--- src/adcsp_defs.svh ---
// constants of the converter serial port
`ifndef ADCSP_DEFS_SVH
`define ADCSP_DEFS_SVH
// self clocking timing, in master oscillator cycles
`define ADCSP_START_CYC 29
`define ADCSP_STALL_CYC 28
`define ADCSP_HALF_CYC 4
// generator counter end points, start and stall derived from the figures above
`define ADCSP_START_LAST 6'(`ADCSP_START_CYC - 2)
`define ADCSP_STALL_LAST 6'(`ADCSP_STALL_CYC - `ADCSP_HALF_CYC - 1)
`define ADCSP_BYTE_LAST 6'h3F
`define ADCSP_FALL_PHASE 3'h0
`define ADCSP_RISE_PHASE 3'h4
// setup_control field positions
`define ADCSP_TWO_WIRE_BIT 3
`define ADCSP_ASCEND_BIT 2
`define ADCSP_LSB_FIRST_BIT 1
// instruction byte fields
`define ADCSP_INS_WRITE 7
`define ADCSP_INS_NEG 4
`define ADCSP_INS_COUNT 6:5
`define ADCSP_INS_SEL 3:2
`define ADCSP_INS_START 1:0
// start code past the top byte, taken as the top byte
`define ADCSP_START_HIGH 2'h3
// register select codes of instruction bits 3:2
`define ADCSP_SEL_RESULT 2'h0
`define ADCSP_SEL_SETUP 2'h1
`define ADCSP_SEL_ZERO 2'h2
`define ADCSP_SEL_SPAN 2'h3
// byte positions
`define ADCSP_BYTE_TOP 2'h2
`define ADCSP_BYTE_BOT 2'h0
`define ADCSP_BIT_LAST 3'h7
// reset values
`define ADCSP_SETUP_RST 24'h000000
`define ADCSP_ZERO_RST 24'h000000
`define ADCSP_SPAN_RST 24'h800000
`endif

--- src/adcsp_pkg.sv ---
// types of the converter serial port
package adcsp_pkg;
   typedef enum logic [0:0] {PH_INSTR, PH_DATA} adcsp_phase_e;
   typedef enum logic [1:0] {GEN_IDLE, GEN_WAIT, GEN_SHIFT, GEN_STALL}
      adcsp_gen_e;
   typedef struct packed {
      logic [23:0] setup;
      logic [23:0] zero;
      logic [23:0] pos_span;
      logic [23:0] neg_span;
   } adcsp_regs_s;
   typedef struct packed {
      adcsp_phase_e phase;
      logic [7:0] instr;
      logic [7:0] wbyte;
      logic [2:0] bit_cnt;
      logic [1:0] byte_ptr;
      logic [1:0] remain;
      logic in_read;
      logic out_bit;
      logic sclk_prev;
      adcsp_gen_e gen;
      logic [5:0] gen_cnt;
      logic sclk_o;
      logic oe_r;
      adcsp_regs_s regs;
   } adcsp_state_s;
endpackage : adcsp_pkg

--- src/adcsp_port.sv ---
// byte organised serial port with host or self generated shift clock
`include "adcsp_defs.svh"

////////////////////////////////////////////////////////////////////////////
// Overview of operation
// - two-wire reads on the shared line, three-wire reads on output line
// - every register byte addressable, single or multi byte per cycle
// - bit order and byte direction selectable, any start byte
// - result read only, setup and three trim registers read/write
// - strap low: shift clock is a host driven input
// - strap high: drive shift clock at oscillator/8, park high only
// - self clocking: first transition 29 cycles after select seen low
// - self clocking: one byte of clock, then 28 cycles high, repeating
// - external clock: deselect freezes the port, resumes where stopped
// - external clock reads: outputs released as soon as deselected
// - self clocking: a started byte always runs its eight cycles
// - self clocking: clock held high while select stays inactive
// - self clocking: reselect within a byte acts as never deselected
// - paused multi byte transfer finishes before a new instruction
// - self clocking reads keep driving until the byte's last bit
// - self clocking: deselect in stall releases outputs in one cycle
// - every cycle opens with an instruction byte, then data phase
// - external clock: data outputs high impedance while select is high
module adcsp_port (
   // clock and reset
   input wire logic clock,
   input wire logic reset_n,
   // strap and converter side
   input wire logic mode_strap,
   input wire logic [23:0] conversion_value,
   output adcsp_pkg::adcsp_regs_s trim_regs,
   // serial pins
   input wire logic select_n,
   input wire logic shift_clock_in,
   output logic shift_clock_out,
   output logic shift_clock_oe,
   input wire logic sdio_in,
   output logic sdio_out,
   output logic sdio_oe,
   output logic serial_out_line,
   output logic serial_out_line_oe
);

   adcsp_pkg::adcsp_state_s s;
   adcsp_pkg::adcsp_state_s next_s;
   logic ext_active;
   logic rise;
   logic fall;
   logic gen_rise;
   logic gen_fall;
   logic msb_first;
   logic ascend;
   logic drive;
   logic [2:0] bit_idx;
   logic [4:0] lane;
   logic [23:0] word;
   logic [7:0] cur_byte;
   logic [7:0] full_byte;
   logic [1:0] step_ptr;

   ////////////////////////////////////////////////////////////////////////
   // shift events from the pin or the generator
   // pin edges only count while selected, so toggles while away are lost
   assign ext_active = !mode_strap && !select_n;
   assign gen_fall = mode_strap && s.gen == adcsp_pkg::GEN_SHIFT &&
                     s.gen_cnt[2:0] == `ADCSP_FALL_PHASE;
   assign gen_rise = mode_strap && s.gen == adcsp_pkg::GEN_SHIFT &&
                     s.gen_cnt[2:0] == `ADCSP_RISE_PHASE;
   assign rise = mode_strap ? gen_rise :
                 ext_active && shift_clock_in && !s.sclk_prev;
   assign fall = mode_strap ? gen_fall :
                 ext_active && !shift_clock_in && s.sclk_prev;

   ////////////////////////////////////////////////////////////////////////
   // byte and bit selection
   assign msb_first = !s.regs.setup[`ADCSP_LSB_FIRST_BIT];
   assign ascend = s.regs.setup[`ADCSP_ASCEND_BIT];
   assign bit_idx = msb_first ? `ADCSP_BIT_LAST - s.bit_cnt : s.bit_cnt;
   assign lane = {s.byte_ptr, 3'h0};

   always_comb begin
      case (s.instr[`ADCSP_INS_SEL])
         `ADCSP_SEL_RESULT: word = conversion_value;
         `ADCSP_SEL_SETUP: word = s.regs.setup;
         `ADCSP_SEL_ZERO: word = s.regs.zero;
         default: word = s.instr[`ADCSP_INS_NEG] ? s.regs.neg_span :
                         s.regs.pos_span;
      endcase
   end

   assign cur_byte = word[lane +: 8];

   always_comb begin
      full_byte = s.wbyte;
      full_byte[bit_idx] = sdio_in;
   end

   // three bytes per register, pointer wraps both ways
   always_comb begin
      if (ascend) begin
         step_ptr = (s.byte_ptr == `ADCSP_BYTE_TOP) ? `ADCSP_BYTE_BOT :
                    s.byte_ptr + 2'h1;
      end else begin
         step_ptr = (s.byte_ptr == `ADCSP_BYTE_BOT) ? `ADCSP_BYTE_TOP :
                    s.byte_ptr - 2'h1;
      end
   end

   ////////////////////////////////////////////////////////////////////////
   // next state
   always_comb begin
      next_s = s;
      if (ext_active) begin
         next_s.sclk_prev = shift_clock_in;
      end
      // clock generator, select ignored inside a byte
      case (s.gen)
         adcsp_pkg::GEN_IDLE: begin
            if (!select_n) begin
               next_s.gen = adcsp_pkg::GEN_WAIT;
               next_s.gen_cnt = 6'h00;
            end
         end
         adcsp_pkg::GEN_WAIT: begin
            if (select_n) begin
               next_s.gen = adcsp_pkg::GEN_IDLE;
            end else if (s.gen_cnt == `ADCSP_START_LAST) begin
               next_s.gen = adcsp_pkg::GEN_SHIFT;
               next_s.gen_cnt = 6'h00;
            end else begin
               next_s.gen_cnt = s.gen_cnt + 6'h01;
            end
         end
         adcsp_pkg::GEN_SHIFT: begin
            next_s.gen_cnt = s.gen_cnt + 6'h01;
            if (s.gen_cnt == `ADCSP_BYTE_LAST) begin
               next_s.gen = select_n ? adcsp_pkg::GEN_IDLE :
                            adcsp_pkg::GEN_STALL;
               next_s.gen_cnt = 6'h00;
            end
         end
         adcsp_pkg::GEN_STALL: begin
            if (select_n) begin
               next_s.gen = adcsp_pkg::GEN_IDLE;
            end else if (s.gen_cnt == `ADCSP_STALL_LAST) begin
               next_s.gen = adcsp_pkg::GEN_SHIFT;
               next_s.gen_cnt = 6'h00;
            end else begin
               next_s.gen_cnt = s.gen_cnt + 6'h01;
            end
         end
         default: next_s.gen = adcsp_pkg::GEN_IDLE;
      endcase
      if (!mode_strap) begin
         next_s.gen = adcsp_pkg::GEN_IDLE;
      end
      // generated clock rests high, never low
      if (gen_fall) begin
         next_s.sclk_o = 1'b0;
      end else if (gen_rise || next_s.gen != adcsp_pkg::GEN_SHIFT) begin
         next_s.sclk_o = 1'b1;
      end
      // launch read data on falling edges
      if (fall && s.in_read) begin
         next_s.out_bit = cur_byte[bit_idx];
      end
      // capture on rising edges
      if (rise) begin
         next_s.wbyte = full_byte;
         next_s.bit_cnt = s.bit_cnt + 3'h1;
         if (s.bit_cnt == `ADCSP_BIT_LAST) begin
            next_s.wbyte = 8'h00;
            if (s.phase == adcsp_pkg::PH_INSTR) begin
               next_s.instr = full_byte;
               next_s.phase = adcsp_pkg::PH_DATA;
               next_s.remain = full_byte[`ADCSP_INS_COUNT];
               next_s.byte_ptr =
                  (full_byte[`ADCSP_INS_START] == `ADCSP_START_HIGH) ?
                  `ADCSP_BYTE_TOP : full_byte[`ADCSP_INS_START];
               next_s.in_read = !full_byte[`ADCSP_INS_WRITE];
            end else begin
               if (s.instr[`ADCSP_INS_WRITE]) begin
                  case (s.instr[`ADCSP_INS_SEL])
                     `ADCSP_SEL_SETUP: next_s.regs.setup[lane +: 8] = full_byte;
                     `ADCSP_SEL_ZERO: next_s.regs.zero[lane +: 8] = full_byte;
                     `ADCSP_SEL_SPAN: begin
                        if (s.instr[`ADCSP_INS_NEG]) begin
                           next_s.regs.neg_span[lane +: 8] = full_byte;
                        end else begin
                           next_s.regs.pos_span[lane +: 8] = full_byte;
                        end
                     end
                     default: next_s.regs = s.regs;
                  endcase
               end
               next_s.byte_ptr = step_ptr;
               // counts survive deselection at a byte boundary
               if (s.remain == 2'h0) begin
                  next_s.phase = adcsp_pkg::PH_INSTR;
                  next_s.in_read = 1'b0;
               end else begin
                  next_s.remain = s.remain - 2'h1;
               end
            end
         end
      end
      // self clocking release waits for the byte, one cycle in the stall
      next_s.oe_r = next_s.in_read &&
                    (next_s.gen == adcsp_pkg::GEN_SHIFT || !select_n);
   end

   always_ff @(posedge clock or negedge reset_n) begin
      if (!reset_n) begin
         s <= '0;
         s.phase <= adcsp_pkg::PH_INSTR;
         s.gen <= adcsp_pkg::GEN_IDLE;
         s.sclk_o <= 1'b1;
         s.sclk_prev <= 1'b1;
         s.regs.setup <= `ADCSP_SETUP_RST;
         s.regs.zero <= `ADCSP_ZERO_RST;
         s.regs.pos_span <= `ADCSP_SPAN_RST;
         s.regs.neg_span <= `ADCSP_SPAN_RST;
      end else begin
         s <= next_s;
      end
   end

   ////////////////////////////////////////////////////////////////////////
   // pins
   // external mode release is combinational so it follows select at once
   assign drive = mode_strap ? s.oe_r :
                  s.in_read && !select_n;
   assign sdio_out = s.out_bit;
   assign serial_out_line = s.out_bit;
   assign sdio_oe = drive && s.regs.setup[`ADCSP_TWO_WIRE_BIT];
   assign serial_out_line_oe = drive && !s.regs.setup[`ADCSP_TWO_WIRE_BIT];
   assign shift_clock_out = s.sclk_o;
   assign shift_clock_oe = mode_strap;
   assign trim_regs = s.regs;
endmodule : adcsp_port
--- config.mk ---
export PLATFORM = sky130hd
export DESIGN_NAME = adcsp_port
export DESIGN_NICKNAME = d
export VERILOG_FILES = /design/src/adcsp_pkg.sv /design/src/adcsp_port.sv
export VERILOG_INCLUDE_DIRS = /design/src
export SDC_FILE = /design/constraint.sdc
export NUM_CORES = 1
export LEC_CHECK = 0
export BUFFER_PORTS_ARGS = -buffer_cell sky130_fd_sc_hd__buf_2
export CORE_MARGIN = 4
export CORE_UTILIZATION = 41
export DETAILED_ROUTE_END_ITERATION = 16
export PLACE_DENSITY = 0.75
export SLEW_MARGIN = 20
export SYNTH_ARGS = -nofsm -noshare
export SYNTH_HDL_FRONTEND = slang
export SYNTH_SLANG_ARGS = --single-unit
--- constraint.sdc ---
create_clock -name clock -period 2.2 [get_ports clock]
set_clock_uncertainty 0.2 [all_clocks]
set_input_delay 0.66 -clock clock [delete_from_list [all_inputs] [get_ports clock]]
set_output_delay 0.66 -clock clock [all_outputs]
set_load 0.005 [all_outputs]
==> run summary, run 1 <==
RUN STATUS
-----------------------------------------------------------------------------------------------
Status                                                                             complete, but fails checks
Violated checks                                                                    setup timing

FLOORPLAN
-----------------------------------------------------------------------------------------------
Number of rows created at floorplan                                                          49
Initial cell density of the core                                                         41.60%
Height of the die                                                                        143 um
Core Area                                                                          17,960 sq um
Io pins                                                                                     132
Horizontal extent of the die                                                             143 um
Die area                                                                           20,450 sq um

YOSYS
-----------------------------------------------------------------------------------------------
Post-synthesis cell type count                                                               59
Number of enable flip-flop cells after synthesis                                              0
Register bit total from synthesis                                                           129
Share of flip-flops with an asynchronous set or reset                                    100.0%
Top cells by area in the synthesized netlist                                       sky130_fd_sc_hd__dfrtp_1, sky130_fd_sc_hd__buf_4, sky130_fd_sc_hd__o21ai_0
Mapped Area                                                                          7472 sq um
Part of the Yosys area used for sequential elements                                      43.27%
Per-instance average area after synthesis                                           9.101 sq um
Post-synth net total                                                                        859
Most used flip-flop cell after synthesis                                           sky130_fd_sc_hd__dfrtp_1
Area fraction of the dominant cell type after synthesis                                  41.86%
Post-Synthesis Cells                                                                        821
Largest area contributor in the netlist                                            sky130_fd_sc_hd__dfrtp_1
Yosys warns                                                                                   0

CLOCK TREE
-----------------------------------------------------------------------------------------------
Total clock sinks                                                                           129
Clk_lat worst skew                                                                      0.43 ns
Clock input transition at the sequential cells of the worst setup and hold paths        0.06 ns
Number of H-tree levels                                                                       4
Clock tree buffer depth                                                                       2
TritonCTS clock tree                                                                       done
Number of CTS-inserted buffers                                                               17
Library cell used as clock root buffer                                             sky130_fd_sc_hd__clkbuf_16

GLOBAL ROUTING
-----------------------------------------------------------------------------------------------
Total gr overflow                                                                             0
Pin count of the biggest net entering global routing                                         87
Antenna violations before repair                                                              0
Global-route wire length before repair                                                 34.27 mm
Via count of the first global-routing pass                                                6,310
All-Layer GR Usage                                                                       21.66%

DETAILED ROUTING
-----------------------------------------------------------------------------------------------
Number of iterations in the first detailed-routing pass                                       7
Antenna violation net count after detailed routing                                            0
Highest routed metal layer                                                                 met4
Overall via count from detail_route                                                       7,068
Initial DRC count                                                                           596
Vias per inst                                                                             5.798
Remaining DRCs                                                                                0
Routed length on met3                                                                  2.174 mm
Routed length on met1                                                                  10.12 mm
Total routed wirelength                                                                26.07 mm
Routed wl met2                                                                         12.68 mm
Average routed wire per standard cell                                                  21.38 um

SETUP PATH
-----------------------------------------------------------------------------------------------
Largest driver fanout on the critical path                                                    5
Reg2reg path depth                                                                            9
Library cell contributing the largest single delay on the critical path            sky130_fd_sc_hd__dfrtp_1
Most numerous cell on the critical path                                            sky130_fd_sc_hd__buf_12
Critical Setup Path Class                                                            reg -> reg
Signal arrival time at the worst endpoint                                               2.59 ns
Cell chain of the critical path                                                    buf_6, buf_12, xnor2_4, buf_12, mux2i_2, o221ai_1, a311oi_1, o41a_1, o31ai_4
Crit. End Element                                                                     flip-flop
Type of origin of the critical path                                                   flip-flop
CP Data Required Time                                                                   2.29 ns
Peak per-stage delay on the critical path                                               0.39 ns

PLACEMENT
-----------------------------------------------------------------------------------------------
HPWL after detailed placement                                                          15.85 mm
Number of input and output port buffers inserted                                            131
Instance count after placement with tap cells included                                    1,149
Global placement routability congestion                                                  0.9483

TIMING
-----------------------------------------------------------------------------------------------
Final cycle utilization of the critical path                                             113.2%
Unrepaired setup endpoints after global routing                                             yes
WHS                                                                                  0.01444 ns
Worst slew pin tran                                                                   0.7184 ns
Min setup slack post-route                                                           -0.2912 ns
Number of hold-slack violations in the final timing report                                    0
Count of endpoints failing setup in the final report                                         88
Total Negative Setup Slacks                                                           -8.835 ns
Final critical path time including I/O delays and setup                                2.491 ns
Headroom to the max-slew limit                                                           52.11%
Timing-limited maximum frequency                                                      401.4 MHz
Final number of max-transition violations                                                     0

POWER AND IR DROP
-----------------------------------------------------------------------------------------------
Sw frac                                                                                  34.70%
Switch Pwr                                                                           0.003065 W
Clk network pwr share                                                                     32.7%
Lkg Pwr                                                                                4.771 nW
Comb power frac                                                                           36.8%
Internal portion of total power                                                      0.005768 W
IR drop worst, VDD                                                                     661.8 uV
Power density relative to cell area                                                822.1 nW/um^2
Tot Pwr                                                                              0.008833 W
Part of the total power dissipated in sequential elements                                 30.5%

LAYOUT
-----------------------------------------------------------------------------------------------
Commonest non-fill, non-tap cell in the layout                                     sky130_fd_sc_hd__buf_2
Share of cells above drive strength 1                                                    55.86%
Final net count                                                                           1,015
Area Overhead vs Synth                                                                   43.79%
Number of diodes added for antenna fixing                                                     0
Final Core Density                                                                       59.81%
Commonest non-fill, non-tap cells in the layout                                    sky130_fd_sc_hd__buf_2, sky130_fd_sc_hd__dfrtp_1, sky130_fd_sc_hd__buf_4
Final cell count without fillers                                                          1,219

FLOW RUN
-----------------------------------------------------------------------------------------------
Max-cap viol count                                                                            0

HOLD PATH
-----------------------------------------------------------------------------------------------
Class of the worst hold path                                                        in -> async

metrics by stage:
step	area [sq um]	worst slack, ns
4_1_cts	9309	-0.1538
3_5_place_dp	8552	-0.3596
5_1_grt	10740	-0.3339
6_report	10740	-0.2912
3_3_place_gp	8552	-0.2651
2_1_floorplan	7607	-0.2620
layout make-up:
class                   instances  area [sq um]
well taps                     229         286.5
clock buffers                  19         452.9
flip-flops and latches        129          3239
inverters                      18         67.56
repair buffers                271          2171
clock inverters                13         150.1
fillers                      1384          7219
multi-input cells             540          4377
worst paths after layout:
| check | from | to | slack (ns) |
|---|---|---|---|
| hold reg to reg | s[120] | s[120] | 0.29 |
| setup / recovery | trim_regs[73] | sdio_out | -0.29 |
| setup reg to reg | trim_regs[73] | sdio_out | -0.29 |
| min in group clock | s[120] | s[120] | 0.29 |
| max in group asynchronous | reset_n | s[127] | 1.27 |
| hold / removal | reset_n | s[102] | 0.01 |
timing repair:
item                       4_1_cts  5_1_grt
buffers inserted                 3       22
gates cloned                     0       14
gates resized for setup         34      333
setup endpoints to repair       75      114
pin swaps                        7       64
hold buffers                     0        0
worst max-delay path, delay by kind of cell (launching register included):
kind,cells,cell delay (ns)
AOI/OAI and AO/OA,4,0.92
buffers and inverters,3,0.41
DFF,1,0.39
muxes,1,0.27
xor gates and xnor gates,1,0.18
cell usage after synthesis (all sizes together) (5+ instances only):
cell type and count:
ha 8, a31oi 6, dfrtp 125, inv 16, nand2b 7, and2 7
nor2 31, a211oi 10, nor3 13, mux4 12, buf 120, or2 22
nand3 18, mux2 16, clkbuf 16, o21ai 131, a21oi 22, nor2b 9
a22oi 5, nand2 142, mux2i 22
per-layer routing:
| layer | vias up | GRT usage (%) |
|---|---|---|
| li1 | 3102 | - |
| met1 | 3483 | 29.28 |
| met2 | 393 | 33.36 |
| met3 | 90 | 5.358 |
| met4 | 0 | 9.055 |
| met5 | - | 0 |
power by group through the flow:
| stage | Sequential [W] | Clock, W | Combinational (W) |
|---|---|---|---|
| floorplan | 0.00264 | 0 | 0.00121 |
| global placement | 0.00268 | 0 | 0.00240 |
| detailed placement | 0.00269 | 0 | 0.00243 |
| CTS | 0.00266 | 0.00291 | 0.00257 |
| global route | 0.00271 | 0.00302 | 0.00342 |
| finish | 0.00269 | 0.00289 | 0.00325 |
cells by family (layout without fill, tap and decap cells):
| group | after synthesis | count (layout) | share of synthesized area, % |
|---|---|---|---|
| adder cells (fa/ha/maj) | 8 | 8 | 1.340 |
| flip-flops | 129 | 129 | 43.27 |
| AND/OR/NAND/NOR | 268 | 270 | 16.58 |
| buffers and inverters | 154 | 321 | 12.99 |
| XOR/XNOR | 3 | 3 | 0.6029 |
| AO/OA/AOI/OAI | 209 | 209 | 16.24 |
| multiplexers | 50 | 50 | 8.975 |
sequential cells by signal, indices dropped and copies added (netlist names):
register	flops
s	29
lane	2
sdio_out	1
shift_clock_out	1
trim_regs	96
No activity file was read; power rests on OpenSTA's default activity.
==> run 2: changes to the inputs <==
--- a/config.mk
+++ b/config.mk
@@ -8,9 +8,9 @@
 export LEC_CHECK = 0
 export BUFFER_PORTS_ARGS = -buffer_cell sky130_fd_sc_hd__buf_2
 export CORE_MARGIN = 4
-export CORE_UTILIZATION = 41
+export CORE_UTILIZATION = 30
 export DETAILED_ROUTE_END_ITERATION = 16
-export PLACE_DENSITY = 0.75
+export PLACE_DENSITY = 0.61
 export SLEW_MARGIN = 20
 export SYNTH_ARGS = -nofsm -noshare
 export SYNTH_HDL_FRONTEND = slang
==> constraint.sdc (replaced) <==
create_clock -name clock -period 2.2 [get_ports clock]
set_clock_uncertainty 0.2 [all_clocks]
set_input_delay 0.22 -clock clock [delete_from_list [all_inputs] [get_ports clock]]
set_output_delay 0.22 -clock clock [all_outputs]
set_load 0.005 [all_outputs]
==> run 2 against run 1 <==
  * Global-route usage fell by 4.9 points
  * Count of clock-buffer cells in the layout rose by 2
  * Final cell count rose by 5.6%
  * The run still ends with setup timing left
==> run summary, run 2 (synthesis gave the netlist of run 1 again) <==
CLOCK TREE
-----------------------------------------------------------------------------------------------
Number of CTS-inserted buffers                                                               17
Clock tree buffer depth                                                                       2
Clk_lat worst skew                                                                      0.43 ns
Total clock sinks                                                                           129
Number of H-tree levels                                                                       4
Clock input transition at the sequential cells of the worst setup and hold paths        0.06 ns
TritonCTS clock tree                                                                       done
Library cell used as clock root buffer                                             sky130_fd_sc_hd__clkbuf_16

LAYOUT
-----------------------------------------------------------------------------------------------
Summed area of non-filler cells in the final layout                                  9513 sq um
Final net count                                                                             989
Commonest non-fill, non-tap cells in the layout                                    sky130_fd_sc_hd__nand2_1, sky130_fd_sc_hd__buf_2, sky130_fd_sc_hd__dfrtp_1
Flip-flop count of the largest register after layout                                         96
Final Core Density                                                                       39.00%
Final cell count without fillers                                                          1,287
Share of cells above drive strength 1                                                    39.36%
Number of diodes added for antenna fixing                                                     0
Area Overhead vs Synth                                                                   27.31%
Commonest non-fill, non-tap cell in the layout                                     sky130_fd_sc_hd__nand2_1

DETAILED ROUTING
-----------------------------------------------------------------------------------------------
Number of iterations in the first detailed-routing pass                                       5
Highest routed metal layer                                                                 met4
Routed length on met1                                                                  10.85 mm
Initial DRC count                                                                           383
Antenna violation net count after detailed routing                                            0
Average routed wire per standard cell                                                  18.50 um
Overall via count from detail_route                                                       6,425
Remaining DRCs                                                                                0
Vias per inst                                                                             4.992
Routed wl met2                                                                         10.85 mm
Routed length on met3                                                                  1.594 mm
Total routed wirelength                                                                23.81 mm

SETUP PATH
-----------------------------------------------------------------------------------------------
Signal arrival time at the worst endpoint                                               2.37 ns
Critical path origin                                                                     s[128]
Reg2reg path depth                                                                            7
Critical Setup Path Class                                                            reg -> reg
Start of the worst register-to-register path                                             s[128]
Largest driver fanout on the critical path                                                   10
Capture point of the worst reg-to-reg path                                             sdio_out
Type of origin of the critical path                                                   flip-flop
Setup slack of the most critical reg-to-reg path                                       -0.07 ns
CP Data Required Time                                                                   2.30 ns
Crit. End Element                                                                     flip-flop
Critical path capture point                                                            sdio_out

FLOORPLAN
-----------------------------------------------------------------------------------------------
Io pins                                                                                     132
Die area                                                                           27,500 sq um
Horizontal extent of the die                                                           165.8 um
Core Area                                                                          24,390 sq um
Height of the die                                                                      165.8 um
Number of rows created at floorplan                                                          57
Initial cell density of the core                                                         30.64%

PLACEMENT
-----------------------------------------------------------------------------------------------
HPWL after detailed placement                                                          17.55 mm
Instance area after placement                                                        8457 sq um
Instance count after placement with tap cells included                                    1,239
Number of input and output port buffers inserted                                            131
Global placement routability congestion                                                  0.9249

FLOW RUN
-----------------------------------------------------------------------------------------------
Max-cap viol count                                                                            0

POWER AND IR DROP
-----------------------------------------------------------------------------------------------
Tot Pwr                                                                              0.008238 W
Power density relative to cell area                                                865.9 nW/um^2
Lkg Pwr                                                                                4.301 nW
IR drop worst, VDD                                                                     637.9 uV

TIMING
-----------------------------------------------------------------------------------------------
Min setup slack post-route                                                          -0.07026 ns
Number of hold-slack violations in the final timing report                                    0
Timing-limited maximum frequency                                                      440.5 MHz
Final cycle utilization of the critical path                                             103.2%
Unrepaired setup endpoints after global routing                                             yes
Total Negative Setup Slacks                                                         -0.07026 ns
Headroom to the max-slew limit                                                           66.70%
Count of endpoints failing setup in the final report                                          1
Worst slew pin tran                                                                   0.4943 ns
Final number of max-transition violations                                                     0
Final critical path time including I/O delays and setup                                2.270 ns

RUN STATUS
-----------------------------------------------------------------------------------------------
Status                                                                             complete, but fails checks
Violated checks                                                                    setup timing

GLOBAL ROUTING
-----------------------------------------------------------------------------------------------
Via count of the first global-routing pass                                                6,259
Total gr overflow                                                                             0
Antenna violations before repair                                                              0
Pin count of the biggest net entering global routing                                         46
Global-route wire length before repair                                                 36.40 mm
All-Layer GR Usage                                                                       16.76%

HOLD PATH
-----------------------------------------------------------------------------------------------
Class of the worst hold path                                                          in -> reg

[run 2: worst min-delay path by stage]
stage / depth (start not counted) / slack (ns) / startpoint / end
global route: 2 / 0.10 / reset_n / s[102]
detailed placement: 1 / -0.03 / reset_n / s[102]
CTS: 5 / 0.04 / select_n / s[100]
finish: 5 / 0.04 / select_n / s[100]
floorplan: 0 / -0.28 / reset_n / lane[3]
global placement: 1 / -0.03 / reset_n / s[102]
[run 2: power by group]
group          total (W)  switching (W)  leakage, nW  internal (W)
Sequential       0.00268       0.000161         1.75       0.00252
Clock            0.00278        0.00110        0.270       0.00168
Combinational    0.00278        0.00147         2.28       0.00131
[run 2: worst max-delay path: stages, from the launching register on]
cell and delay [ns]:
sky130_fd_sc_hd__dfrtp_1 0.41, sky130_fd_sc_hd__buf_12 0.16, sky130_fd_sc_hd__mux2_2 0.33, sky130_fd_sc_hd__mux4_2 0.50, sky130_fd_sc_hd__nand3_1 0.11, sky130_fd_sc_hd__nand2_1 0.06, sky130_fd_sc_hd__a311oi_2 0.25, sky130_fd_sc_hd__o31ai_1 0.11
[run 2: area by class of cell]
| class | instances | area [sq um] |
|---|---|---|
| sequential | 129 | 3238 |
| tap | 324 | 405.4 |
| multi-input combinational | 538 | 3538 |
| inverter | 18 | 71.32 |
| clock buffer | 21 | 480.5 |
| timing repair buffer | 247 | 1677 |
| fill | 2453 | 14880 |
| clock inverter | 10 | 102.6 |
[run 2: routing by layer]
layer  track usage, %  up-vias
met5                0        -
met4            5.022        0
met3            4.285       33
met2            25.73      235
met1            23.43     3118
li1                 -     3039
[run 2: through the flow]
step / setup slack, ns / hold WS, ns
after floorplan: -0.02227 / -0.2756
after CTS: -0.04573 / 0.03853
after global routing: -0.1262 / 0.1030
final: -0.07026 / 0.03825
after detailed placement: -0.2355 / -0.03337
after global placement: -0.1880 / -0.03073
[run 2: repair_timing]
| item | 4_1_cts | 5_1_grt |
|---|---|---|
| endpoints found under the hold margin | 127 | 0 |
| gates cloned | 0 | 2 |
| hold buffers | 5 | 0 |
| gates resized for setup | 27 | 94 |
| pin swaps | 3 | 10 |
| buffers inserted | 7 | 3 |
| setup endpoints to repair | 108 | 113 |
